$ cat src/verilog/timer_route_pkg.sv
// Constants for the timer pin routing and raw interrupt status block.
// Assumes a plain register port with one-cycle read latency.
// How it works
// A pin whose route-select bit is 0 is left to general-purpose I/O and the timer does not drive it.
// A pin whose route-select bit is 1 is driven by the timer match output, which follows the channel PWM-enable bit.
// Route-select bits for pins 0 to 14 sit at bits 0 to 14, are read/write, and reset to 0.
// A read-only raw status register at 0xA4 shows each interrupt condition whether enabled or not.
// An interrupt goes to the interrupt controller only when a raw flag and its enable bit are both set.
// The capture-channel-0 flag at bit 25 is set when the capture 0 condition occurs and resets to 0.
// The match-channel-0 flag at bit 0 is set when the match 0 condition occurs and resets to 0.
// Raw status bits 31 to 26 and 24 to 1 are reserved and read as zero.
// With PWM-enable 0 a match output follows external-match control; with 1 it carries the PWM waveform.
// The route-select bits live in a register at 0xA0; each match output is chosen independently.
// A raw flag sets in the cycle its event is seen and stays set until software clears it.
package timer_route_pkg;
   // ==========================================================
   // Widths
   localparam int unsigned ADDR_W = 8;
   localparam int unsigned DATA_W = 32;
   localparam int unsigned NUM_PINS = 15;
   // ==========================================================
   // Register offsets
   localparam logic [7:0] OFS_ROUTE_SEL = 8'hA0;
   localparam logic [7:0] OFS_RAW_STATUS = 8'hA4;
   localparam logic [7:0] OFS_IRQ_ENABLE = 8'hA8;
   localparam logic [7:0] OFS_IRQ_CLEAR = 8'hAC;
   localparam logic [7:0] OFS_PWM_ON = 8'hB0;
   localparam logic [7:0] OFS_EXT_MATCH = 8'hB4;
   // ==========================================================
   // Field positions
   localparam int unsigned BIT_MATCH0 = 0;
   localparam int unsigned BIT_CAPTURE0 = 25;
   localparam logic [31:0] STATUS_MASK = 32'h0200_0001;
   // ==========================================================
   // Reset values
   localparam logic [14:0] ROUTE_RST = 15'h0000;
   localparam logic [31:0] WORD_RST = 32'h0000_0000;
endpackage

$ cat src/verilog/sticky_flag.sv
// One sticky event flag with write-one-to-clear.
// Assumes event and clear are single-cycle pulses in the core clock domain.
`timescale 1ns/100ps
module sticky_flag (
   input wire logic i_core_clk,
   input wire logic i_reset_n,
   input wire logic i_event,
   input wire logic i_clear,
   output logic o_flag
);
   // ==========================================================
   // Flag storage
   // Set wins over clear so an event in the clear cycle is kept
   always_ff @(posedge i_core_clk or negedge i_reset_n) begin
      if (!i_reset_n) begin
         o_flag <= 1'b0;
      end else if (i_event) begin
         o_flag <= 1'b1;
      end else if (i_clear) begin
         o_flag <= 1'b0;
      end
   end
endmodule

$ cat src/verilog/pin_route_mux.sv
// Output mux for one timer pin: route select and PWM/external-match choice.
// Assumes the GPIO block drives the pin whenever o_oe is low.
`timescale 1ns/100ps
module pin_route_mux (
   input wire logic i_route_sel,
   input wire logic i_pwm_on,
   input wire logic i_pwm_wave,
   input wire logic i_ext_match,
   output logic o_level,
   output logic o_oe
);
   // ==========================================================
   // Source selection
   assign o_level = i_route_sel ? (i_pwm_on ? i_pwm_wave : i_ext_match) : 1'b0;
   // Released to GPIO when not selected
   assign o_oe = i_route_sel;
endmodule

$ cat src/verilog/timer_pin_route_irq_status.sv
// Timer pin routing and raw interrupt status, register slave and interrupt.
// Assumes strobes are one cycle, never together, synchronous to i_core_clk.
`timescale 1ns/100ps
module timer_pin_route_irq_status (
   input wire logic i_core_clk,
   input wire logic i_reset_n,
   input wire logic [7:0] i_addr,
   input wire logic [31:0] i_wdata,
   input wire logic i_wr,
   input wire logic i_rd,
   output logic [31:0] o_rdata,
   input wire logic i_match0_event,
   input wire logic i_capture0_event,
   input wire logic [14:0] i_pwm_wave,
   output logic [14:0] o_pin_level,
   output logic [14:0] o_pin_oe,
   output logic o_irq
);
   // ==========================================================
   // Declarations
   logic [14:0] route_sel;
   logic [14:0] pwm_on;
   logic [14:0] ext_match;
   logic [31:0] irq_enable;
   logic match0_flag;
   logic capture0_flag;
   logic [31:0] raw_status;
   logic clear_match0;
   logic clear_capture0;
   logic wr_clear;
   logic [31:0] next_rdata;

   // ==========================================================
   // Write decode
   assign wr_clear = i_wr && (i_addr == timer_route_pkg::OFS_IRQ_CLEAR);
   assign clear_match0 = wr_clear && i_wdata[timer_route_pkg::BIT_MATCH0];
   assign clear_capture0 = wr_clear && i_wdata[timer_route_pkg::BIT_CAPTURE0];

   // Route select register, pins start as GPIO
   always_ff @(posedge i_core_clk or negedge i_reset_n) begin
      if (!i_reset_n) begin
         route_sel <= timer_route_pkg::ROUTE_RST;
      end else if (i_wr && (i_addr == timer_route_pkg::OFS_ROUTE_SEL)) begin
         route_sel <= i_wdata[14:0];
      end
   end

   // PWM enable and external-match control, per channel
   always_ff @(posedge i_core_clk or negedge i_reset_n) begin
      if (!i_reset_n) begin
         pwm_on <= timer_route_pkg::ROUTE_RST;
         ext_match <= timer_route_pkg::ROUTE_RST;
      end else if (i_wr && (i_addr == timer_route_pkg::OFS_PWM_ON)) begin
         pwm_on <= i_wdata[14:0];
      end else if (i_wr && (i_addr == timer_route_pkg::OFS_EXT_MATCH)) begin
         ext_match <= i_wdata[14:0];
      end
   end

   // Interrupt enable, only implemented bits kept
   always_ff @(posedge i_core_clk or negedge i_reset_n) begin
      if (!i_reset_n) begin
         irq_enable <= timer_route_pkg::WORD_RST;
      end else if (i_wr && (i_addr == timer_route_pkg::OFS_IRQ_ENABLE)) begin
         irq_enable <= i_wdata & timer_route_pkg::STATUS_MASK;
      end
   end

   // ==========================================================
   // Raw flags
   sticky_flag u_match0 (
      .i_core_clk(i_core_clk),
      .i_reset_n(i_reset_n),
      .i_event(i_match0_event),
      .i_clear(clear_match0),
      .o_flag(match0_flag)
   );

   sticky_flag u_capture0 (
      .i_core_clk(i_core_clk),
      .i_reset_n(i_reset_n),
      .i_event(i_capture0_event),
      .i_clear(clear_capture0),
      .o_flag(capture0_flag)
   );

   // Reserved bits tied low
   always_comb begin
      raw_status = timer_route_pkg::WORD_RST;
      raw_status[timer_route_pkg::BIT_MATCH0] = match0_flag;
      raw_status[timer_route_pkg::BIT_CAPTURE0] = capture0_flag;
   end

   // Raw status ignores enables; the output does not
   assign o_irq = |(raw_status & irq_enable);

   // ==========================================================
   // Pin routing
   genvar g;
   generate
      for (g = 0; g < 15; g = g + 1) begin : g_pin
         pin_route_mux u_mux (
            .i_route_sel(route_sel[g]),
            .i_pwm_on(pwm_on[g]),
            .i_pwm_wave(i_pwm_wave[g]),
            .i_ext_match(ext_match[g]),
            .o_level(o_pin_level[g]),
            .o_oe(o_pin_oe[g])
         );
      end
   endgenerate

   // ==========================================================
   // Read path, unmapped reads give zero
   always_comb begin
      next_rdata = timer_route_pkg::WORD_RST;
      unique case (i_addr)
         timer_route_pkg::OFS_ROUTE_SEL: next_rdata = {17'h0, route_sel};
         timer_route_pkg::OFS_RAW_STATUS: next_rdata = raw_status;
         timer_route_pkg::OFS_IRQ_ENABLE: next_rdata = irq_enable;
         timer_route_pkg::OFS_PWM_ON: next_rdata = {17'h0, pwm_on};
         timer_route_pkg::OFS_EXT_MATCH: next_rdata = {17'h0, ext_match};
         default: next_rdata = timer_route_pkg::WORD_RST;
      endcase
   end

   // Read data valid only the cycle after the strobe
   always_ff @(posedge i_core_clk or negedge i_reset_n) begin
      if (!i_reset_n) begin
         o_rdata <= timer_route_pkg::WORD_RST;
      end else if (i_rd) begin
         o_rdata <= next_rdata;
      end else begin
         o_rdata <= timer_route_pkg::WORD_RST;
      end
   end
endmodule

$ cat config.mk
export PLATFORM = sky130hd
export DESIGN_NAME = timer_pin_route_irq_status
export DESIGN_NICKNAME = d
export VERILOG_FILES = /design/src/verilog/timer_route_pkg.sv /design/src/verilog/sticky_flag.sv /design/src/verilog/pin_route_mux.sv /design/src/verilog/timer_pin_route_irq_status.sv
export SDC_FILE = /design/constraint.sdc
export NUM_CORES = 1
export LEC_CHECK = 0
export BUFFER_PORTS_ARGS = -buffer_cell sky130_fd_sc_hd__buf_4
export CAP_MARGIN = 10
export CORE_ASPECT_RATIO = 1.5
export CORE_MARGIN = 2
export CORE_UTILIZATION = 45
export CTS_CLUSTER_SIZE = 40
export DETAILED_ROUTE_END_ITERATION = 8
export PLACE_DENSITY_LB_ADDON = 0.1
export SKIP_CTS_REPAIR_TIMING = 1
export SYNTH_ARGS = -nofsm -noshare
export SYNTH_HDL_FRONTEND = slang
export SYNTH_HIERARCHICAL = 1
export SYNTH_SLANG_ARGS = --single-unit
$ cat constraint.sdc
create_clock -name i_core_clk -period 1.1 [get_ports i_core_clk]
set_input_delay 0.165 -clock i_core_clk [delete_from_list [all_inputs] [get_ports i_core_clk]]
set_output_delay 0.165 -clock i_core_clk [all_outputs]
set_load 0.01 [all_outputs]
==> impl_metrics.json, run 1 <==
{
  "final_area_sq_um": 4810,
  "netlist.area_leader.share_pct": 48.7,
  "grt_pass1_vias": 2383,
  "ant_nets": 0,
  "multiInputGateArea_sq_um": 1510,
  "yosysWarnings": 6,
  "first_pass_iters": 4,
  "grt.total_usage_pct": 20.1,
  "coreArea_sq_um": 7230,
  "max_cap_viol_count": 0,
  "finalCritPeriodShare_pct": 123,
  "post_drt_wl_per_cell_um": 16.1,
  "whs_ns": 0.0602,
  "clkTransAtPathRegs_ns": 0.07,
  "power_frac_clock_pct": 42.3,
  "hp-class": "in -> reg",
  "status": "finished with violations",
  "synth.avg_cell_area_sq_um": 12.6,
  "max_freq_mhz": 738,
  "p_int_mw": 4.33,
  "final-seq-area_sq_um": 1630,
  "synth_area_leaders": "dfrtp_1, mux2_2, mux2_4, buf_4, mux2i_1",
  "critical_path.cell_chain": "buf_6, mux2i_1, nor2b_1, buf_4",
  "fill_cells": 591,
  "swShare_pct": 22.5,
  "start_util_pct": 46.2,
  "synth_area_sq_um": 3340,
  "diodes": 0,
  "fin_skew_ns": 0.00893,
  "fin_ws_ns": -0.255,
  "power.density_nw_per_um2": 1160,
  "grt_max_degree": 26,
  "drc": 0,
  "cts_made_buffers": 9,
  "peakVddDrop_uv": 1110,
  "finalPower_mw": 5.59,
  "clk_latency_ns": 0.35,
  "boundaryPins": 124,
  "nets": 459,
  "critical_path.top_delay_family": "flip-flops",
  "synth_seq_cells": 65,
  "antenna_found_initial": 0,
  "cpMaxStageDelayCell": "dfrtp_1",
  "netlist-cell-type-count": 33,
  "die_area_sq_um": 8130,
  "hold_violations": 0,
  "drt_iter0_drc": 125,
  "setup_viol": 20,
  "syn_inst": 265,
  "numPortBuffers": 91,
  "viasPerCell": 4.90,
  "grt_pass1_wl_um": 12000,
  "worstSetupStartpointType": "register",
  "cts_sinks": 65,
  "dpl.hpwl_um": 5560,
  "cp.arrival_ns": 1.19,
  "timing.final.max_slew_violations": 0,
  "cts_root_buf": "clkbuf_8",
  "p_leak_nw": 2.40,
  "global_route.overflow_total": 0,
  "cts_tree": "done",
  "htree_levels": 3,
  "num_vias": 2458,
  "worst-path-max-fanout": 2,
  "pwr-share-seq_pct": 45.6,
  "place_congestion": 0.744,
  "clk_path_buf_depth": 2,
  "synth_largest_area_cell": "dfrtp_1",
  "seq_area_frac_synth_pct": 48.7,
  "core.rowCount": 38,
  "switchingPower_mw": 1.26,
  "critical_path_class": "reg -> out",
  "cp_data_required_time_ns": 0.94,
  "crit_path_end_kind": "output pin",
  "finalCriticalPeriod_ns": 1.35,
  "rsz0062_at_grt": "yes",
  "die_w_um": 74.3,
  "syn2layout_area_growth_pct": 44.1,
  "crit_buf_inv": 2,
  "die_h_um": 109,
  "critical-path-max-stage-delay_ns": 0.38,
  "drt_wl_total_um": 8100,
  "layout-drive-gt1-share_pct": 56.5,
  "combinationalPowerShare_pct": 12.1,
  "post_dp_cell_area_sq_um": 4200,
  "violations": "negative setup slack"
}
sequential cells by signal, summed over array words and instances (netlist names):
signal and flops:
o_rdata 16, u_capture0/o_flag 1, pwm_on 15, u_match0/o_flag 1
irq_enable 2, route_sel 15, ext_match 15
logic make-up after synthesis:
kind of cell,synth area share [%]
AOI/OAI and AO/OA,8.40
buffers and inverters,9.56
muxes,23.2
other,0.112
DFF,48.7
and+or+nand+nor,9.94
Yosys cell counts:
library cell,number
dfrtp_1,65
buf_4,32
mux2_2,28
mux2_4,20
nor2_1,18
mux2i_1,16
nor2b_1,16
a22o_1,15
a22oi_1,14
buf_2,6
clkbuf_1,4
nor3_1,3
a21o_1,2
and2_1,2
buf_6,2
inv_1,2
nand2_1,2
nand3_1,2
nand3_4,2
a21oi_1,1
a32oi_1,1
and3_1,1
and4_1,1
and4b_1,1
buf_1,1
conb_1,1
nand3b_1,1
nand4b_1,1
nand4bb_1,1
nor4_4,1
nor4bb_1,1
o22ai_1,1
o2bb2ai_1,1
area by class of cell:
type                       instances  share of cell area, %
clock buffer                      13                   3.51
clock inverter                     2                   1.25
inverter                           2                  0.156
multi-input combinational        168                   31.5
sequential                        65                   33.9
tap                              100                   2.60
timing repair buffer             152                   27.1
power groups by stage:
stage / Clock [mW] / Sequential (mW) / Combinational [mW]
CTS: 2.39 / 2.55 / 0.578
finish: 2.36 / 2.55 / 0.677
floorplan: 0 / 2.57 / 0.323
global route: 2.48 / 2.56 / 0.732
global placement: 0 / 2.59 / 0.567
detailed placement: 0 / 2.60 / 0.575
layer usage:
layer / track usage, % / vias up / part of all wire [%]
met2: 34.0 / 74 / 54
li1: - / 1166 / -
met1: 23.3 / 1201 / 39
met4: 10.7 / 0 / 3.2
met5: 0 / - / 0
met3: 4.58 / 17 / 3.9
placed cells by master (no fill, tap or decap), drive strengths merged, types with 3 or more instances in the layout:
master	count
buf	147
dfrtp	65
mux2	48
nor2	18
nor2b	16
mux2i	16
conb	16
a22o	15
clkbuf	15
a22oi	14
nand3	4
dlygate4sd3	3
nor3	3
per-stage QoR:
step | std cells | util, % | setup WS [ns] | TNS, ns
floorplan | 280 | - | -0.446 | -19.21
global placement | 458 | 58.2 | -0.406 | -21.54
detailed placement | 458 | 58.2 | -0.433 | -22.33
CTS | 473 | 61.3 | -0.287 | -4.42
global route | 502 | 66.5 | -0.313 | -4.56
finish | 502 | 66.5 | -0.255 | -3.14
path summary, 6_finish.rpt:
check | start | end | slack (ns) | depth (start not counted)
min in group asynchronous | i_reset_n | o_rdata[6] | 0.25 | 2
worst min-delay path | i_wdata[6] | pwm_on[6] | 0.06 | 2
worst max register to register | pwm_on[0] | o_rdata[0] | 0 | 4
worst min register to register | u_capture0/o_flag | u_capture0/o_flag | 0.51 | 1
worst max-delay path | pwm_on[0] | o_pin_level[0] | -0.25 | 4
max in group asynchronous | i_reset_n | pwm_on[7] | 0.40 | 3
worst reg2reg max path, cell delays in order, from the launching register on:
cell and delay (ns):
dfrtp_1 0.38, mux2_2 0.26, o2bb2ai_1 0.12, a32oi_1 0.17, nor2_1 0.06
Power figures use the tool's default switching activity.
==> inputs of run 2 (changes only) <==
--- a/config.mk
+++ b/config.mk
@@ -9,7 +9,7 @@
 export CAP_MARGIN = 10
 export CORE_ASPECT_RATIO = 1.5
 export CORE_MARGIN = 2
-export CORE_UTILIZATION = 45
+export CORE_UTILIZATION = 30
 export CTS_CLUSTER_SIZE = 40
 export DETAILED_ROUTE_END_ITERATION = 8
 export PLACE_DENSITY_LB_ADDON = 0.1
==> run 2 against run 1 <==
  * The run still ends with negative setup slack left
  * Final cell count up 8.4%
  * First-iteration DRC count down 34%
  * Sequential cell count unchanged
  * Global-route usage down 5.7 points
  * Core utilization down 22 points
  * Clock power up 28%
  * Non-clock buffer count down 5
  * Largest power group is now clock
  * Via count down 0.98%
  * Critical path depth unchanged
  * Die area up 48%
==> impl_metrics.json, run 2 (synthesized netlist as in run 1, its figures left out) <==
{
  "hold_violations": 0,
  "critical_path_class": "reg -> out",
  "holdPathStages": 2,
  "dp_cells": 506,
  "clk_path_buf_depth": 2,
  "global_route.overflow_total": 0,
  "num_vias": 2434,
  "r2r-start": "pwm_on[0]",
  "layout_commonest_cell": "buf_4",
  "cp-startpoint": "pwm_on[0]",
  "grt_pass1_vias": 2497,
  "top_usage_layer": "met2",
  "fin_ws_ns": -0.259,
  "htree_levels": 3,
  "die_h_um": 133,
  "dpl.hpwl_um": 6030,
  "worstSetupStartpointType": "register",
  "grt.total_usage_pct": 14.4,
  "layout-drive-gt1-share_pct": 57.2,
  "diodes": 0,
  "largest_register_ff_count": 16,
  "crit_path_end_kind": "output pin",
  "worst-path-max-fanout": 2,
  "finalNonFillerCells": 544,
  "use_met1_pct": 19.0,
  "place_congestion": 0.706,
  "drt_iter0_drc": 83,
  "critical_path.cell_chain": "buf_6, mux2i_1, nor2b_1, buf_4",
  "p_leak_nw": 2.42,
  "cts_sinks": 65,
  "cp_data_required_time_ns": 0.94,
  "rsz0062_at_grt": "yes",
  "grt_use_met2_pct": 23.1,
  "coreArea_sq_um": 10900,
  "status": "finished with violations",
  "critical_path.top_delay_family": "flip-flops",
  "finalCritPeriodShare_pct": 124,
  "drc": 0,
  "crit_buf_inv": 2,
  "start_util_pct": 30.5,
  "setup_viol": 25,
  "cts_root_buf": "clkbuf_16",
  "peakVddDrop_uv": 715,
  "drt_wl_total_um": 8460,
  "critical-path-max-stage-delay_ns": 0.39,
  "core.rowCount": 47,
  "clk_latency_ns": 0.32,
  "boundaryPins": 124,
  "hp-start": "i_match0_event",
  "max_freq_mhz": 736,
  "numPortBuffers": 91,
  "timing.final.max_slew_violations": 0,
  "post_dp_cell_area_sq_um": 4310,
  "grt_max_degree": 66,
  "cts_made_buffers": 9,
  "syn2layout_area_growth_pct": 47.5,
  "path_depth": 4,
  "cts_tree": "done",
  "cp.arrival_ns": 1.19,
  "grt_pass1_wl_um": 13400,
  "ant_nets": 0,
  "viasPerCell": 4.47,
  "first_pass_iters": 4,
  "layout_common_cells": "buf_4, dfrtp_1, mux2_2, mux2_4, nor2_1",
  "hp-class": "in -> reg",
  "grt.met3_usage_pct": 3.28,
  "clkTransAtPathRegs_ns": 0.06,
  "final_area_sq_um": 4920,
  "die_area_sq_um": 12000,
  "fin_skew_ns": 0.00532,
  "power.density_nw_per_um2": 1260,
  "max_cap_viol_count": 0,
  "regMostFlops": "o_rdata",
  "die_w_um": 90.1,
  "cpMaxStageDelayCell": "dfrtp_1",
  "post_drt_wl_per_cell_um": 15.6,
  "violations": "negative setup slack",
  "r2r_cells": 4,
  "finalCriticalPeriod_ns": 1.36,
  "nets": 454,
  "antenna_found_initial": 0
}
[run 2: final cells by class]
class                   instances  area, sq um
multi-input cells             168         1540
fillers                      1072         6020
inverters                       2         7.51
clock inverters                 2         35.0
well taps                     147          184
flip-flops and latches         65         1630
clock buffers                  13          280
repair buffers                147         1250
[run 2: through the flow]
| stage | utilization [%] | hold slack [ns] | TNS [ns] | setup slack [ns] | power (mW) |
|---|---|---|---|---|---|
| floorplan | - | -0.131 | -19.21 | -0.446 | 2.89 |
| global placement | 39.4 | 0.197 | -22.27 | -0.428 | 3.18 |
| detailed placement | 39.4 | 0.202 | -23.77 | -0.428 | 3.18 |
| CTS | 42.3 | -0.155 | -4.97 | -0.292 | 6.22 |
| global route | 45.0 | 0.0198 | -4.95 | -0.328 | 6.44 |
| finish | 45.0 | 0.0125 | -2.87 | -0.259 | 6.21 |
[run 2: report_power, final]
part | switching [mW] | internal [mW] | leakage, nW | total [mW]
clock | 1.02 | 1.98 | 0.158 | 3.01
sequential | 0.0768 | 2.48 | 0.889 | 2.55
combinational | 0.266 | 0.383 | 1.37 | 0.649
[run 2: final timing paths]
check | endpoint | slack [ns]
min in group asynchronous | irq_enable[25] | 0.36
setup reg to reg | o_rdata[0] | -0.02
max in group asynchronous | ext_match[14] | 0.43
setup / recovery | o_pin_level[0] | -0.26
hold reg to reg | u_capture0/o_flag | 0.51
hold / removal | u_match0/o_flag | 0.01
[run 2: layer usage]
layer,routed length [um],share of wire (%),up-vias
met1,3690,44,1185
met5,0,0,-
met2,4270,50,82
met4,112,1.3,0
li1,-,-,1155
met3,391,4.6,12
==> inputs of run 3 (changes only) <==
--- a/config.mk
+++ b/config.mk
@@ -7,9 +7,11 @@
 export LEC_CHECK = 0
 export BUFFER_PORTS_ARGS = -buffer_cell sky130_fd_sc_hd__buf_4
 export CAP_MARGIN = 10
+export CELL_PAD_IN_SITES_DETAIL_PLACEMENT = 1
+export CELL_PAD_IN_SITES_GLOBAL_PLACEMENT = 2
 export CORE_ASPECT_RATIO = 1.5
 export CORE_MARGIN = 2
-export CORE_UTILIZATION = 30
+export CORE_UTILIZATION = 28
 export CTS_CLUSTER_SIZE = 40
 export DETAILED_ROUTE_END_ITERATION = 8
 export PLACE_DENSITY_LB_ADDON = 0.1
==> run 3 against run 2 <==
  * The run still ends with negative setup slack left
  * Register-to-register slack about the same
  * Clock-buffer cell count decreased by 1
  * Sequential share of layout area about the same
  * Design area about the same
  * Sequential cell count unchanged
  * Clock skew decreased by 0.0039 ns
  * Critical path type unchanged
  * Critical endpoint unchanged
  * Largest power group is now sequential cells
  * Highest routed layer unchanged
==> impl_metrics.json, run 3 (synthesized netlist as in run 1, its figures left out) <==
{
  "dp_cells": 508,
  "die_area_sq_um": 12800,
  "clk_path_buf_depth": 2,
  "grt_pass1_wl_um": 14300,
  "clk_latency_ns": 0.33,
  "viasPerCell": 4.56,
  "critical_path_class": "reg -> out",
  "p_leak_nw": 2.40,
  "cpMaxStageDelayCell": "dfrtp_1",
  "rsz0062_at_grt": "yes",
  "finalCritPeriodShare_pct": 122,
  "worstSetupStartpointType": "register",
  "nets": 451,
  "crit_path_end_kind": "output pin",
  "setup_viol": 32,
  "cp.arrival_ns": 1.18,
  "coreArea_sq_um": 11600,
  "cts_root_buf": "clkbuf_16",
  "grt_pass1_vias": 2652,
  "fin_skew_ns": 0.00146,
  "cts_sinks": 65,
  "max_cap_viol_count": 0,
  "die_w_um": 93.1,
  "diodes": 0,
  "layout_common_cells": "buf_4, dfrtp_1, mux2_4",
  "regMostFlops": "o_rdata",
  "cts_tree": "done",
  "core.rowCount": 48,
  "global_route.overflow_total": 0,
  "cts_made_buffers": 9,
  "layout_commonest_cell": "buf_4",
  "start_util_pct": 28.8,
  "critical-path-max-stage-delay_ns": 0.38,
  "fin_ws_ns": -0.244,
  "finalCriticalPeriod_ns": 1.34,
  "status": "finished with violations",
  "hp-class": "in -> reg",
  "max_freq_mhz": 744,
  "grt_max_degree": 27,
  "syn2layout_area_growth_pct": 47.4,
  "first_pass_iters": 4,
  "hold_violations": 0,
  "ant_nets": 0,
  "violations": "negative setup slack",
  "numPortBuffers": 91,
  "antenna_found_initial": 0,
  "drt_wl_total_um": 9330,
  "peakVddDrop_uv": 618,
  "post_drt_wl_per_cell_um": 17.1,
  "cp_data_required_time_ns": 0.94,
  "worst-path-max-fanout": 2,
  "grt.total_usage_pct": 14.9,
  "drc": 0,
  "layout-drive-gt1-share_pct": 57.9,
  "clkTransAtPathRegs_ns": 0.05,
  "htree_levels": 3,
  "die_h_um": 138,
  "num_vias": 2481,
  "drt_iter0_drc": 52,
  "power.density_nw_per_um2": 1180,
  "dpl.hpwl_um": 6840,
  "setup-tns-final_ns": -2.87,
  "place_congestion": 0.708,
  "timing.final.max_slew_violations": 0,
  "largest_register_ff_count": 16,
  "critical_path.cell_chain": "buf_6, mux2i_1, nor2b_1, buf_4",
  "boundaryPins": 124,
  "finalNonFillerCells": 544
}
-- run 3: per-layer routing --
metal  share of wire (%)  up-vias  GRT usage (%)
met1                  43     1237           18.7
met5                   0        -              0
li1                    -     1156              -
met4                 1.7        0           6.37
met2                  52       76           24.9
met3                 4.0       12           3.12
-- run 3: report_power, final --
group | total [mW] | switching (mW) | internal (mW)
Clock | 2.56 | 0.998 | 1.56
Combinational | 0.662 | 0.278 | 0.385
Sequential | 2.56 | 0.0850 | 2.48
Total | 5.79 | 1.36 | 4.43
-- run 3: area by class of cell --
class | instances | area [sq um]
multi-input combinational | 168 | 1600
fill | 1253 | 6670
clock inverter | 3 | 17.5
timing repair buffer | 144 | 1240
sequential | 65 | 1630
clock buffer | 12 | 246
tap | 150 | 188
inverter | 2 | 7.51
-- run 3: path summary, 6_finish.rpt --
check,startpoint,end,slack (ns),depth (start not counted)
setup / recovery,pwm_on[0],o_pin_level[0],-0.24,4
max in group asynchronous,i_reset_n,pwm_on[0],0.36,3
hold / removal,i_capture0_event,u_capture0/o_flag,0.01,2
setup reg to reg,pwm_on[0],o_rdata[0],-0.02,4
hold reg to reg,u_match0/o_flag,u_match0/o_flag,0.52,1
min in group asynchronous,i_reset_n,o_rdata[7],0.28,2
-- run 3: critical path, delay by kind of cell (launching register included) --
| kind | cells | cell delay (ns) |
|---|---|---|
| DFF | 1 | 0.38 |
| buffers and inverters | 2 | 0.25 |
| and+or+nand+nor | 1 | 0.11 |
| muxes | 1 | 0.10 |
-- run 3: per-stage QoR --
stage / hold slack (ns) / setup WS, ns / total power [mW] / utilization [%] / area, sq um
after floorplan: -0.131 / -0.446 / 2.89 / - / 3440
after global placement: 0.0805 / -0.438 / 3.17 / 37.0 / 4290
after detailed placement: 0.0806 / -0.432 / 3.19 / 37.0 / 4290
after CTS: -0.276 / -0.282 / 5.80 / 39.3 / 4550
after global routing: 0.0108 / -0.319 / 6.03 / 42.4 / 4920
final: 0.0125 / -0.244 / 5.79 / 42.4 / 4920
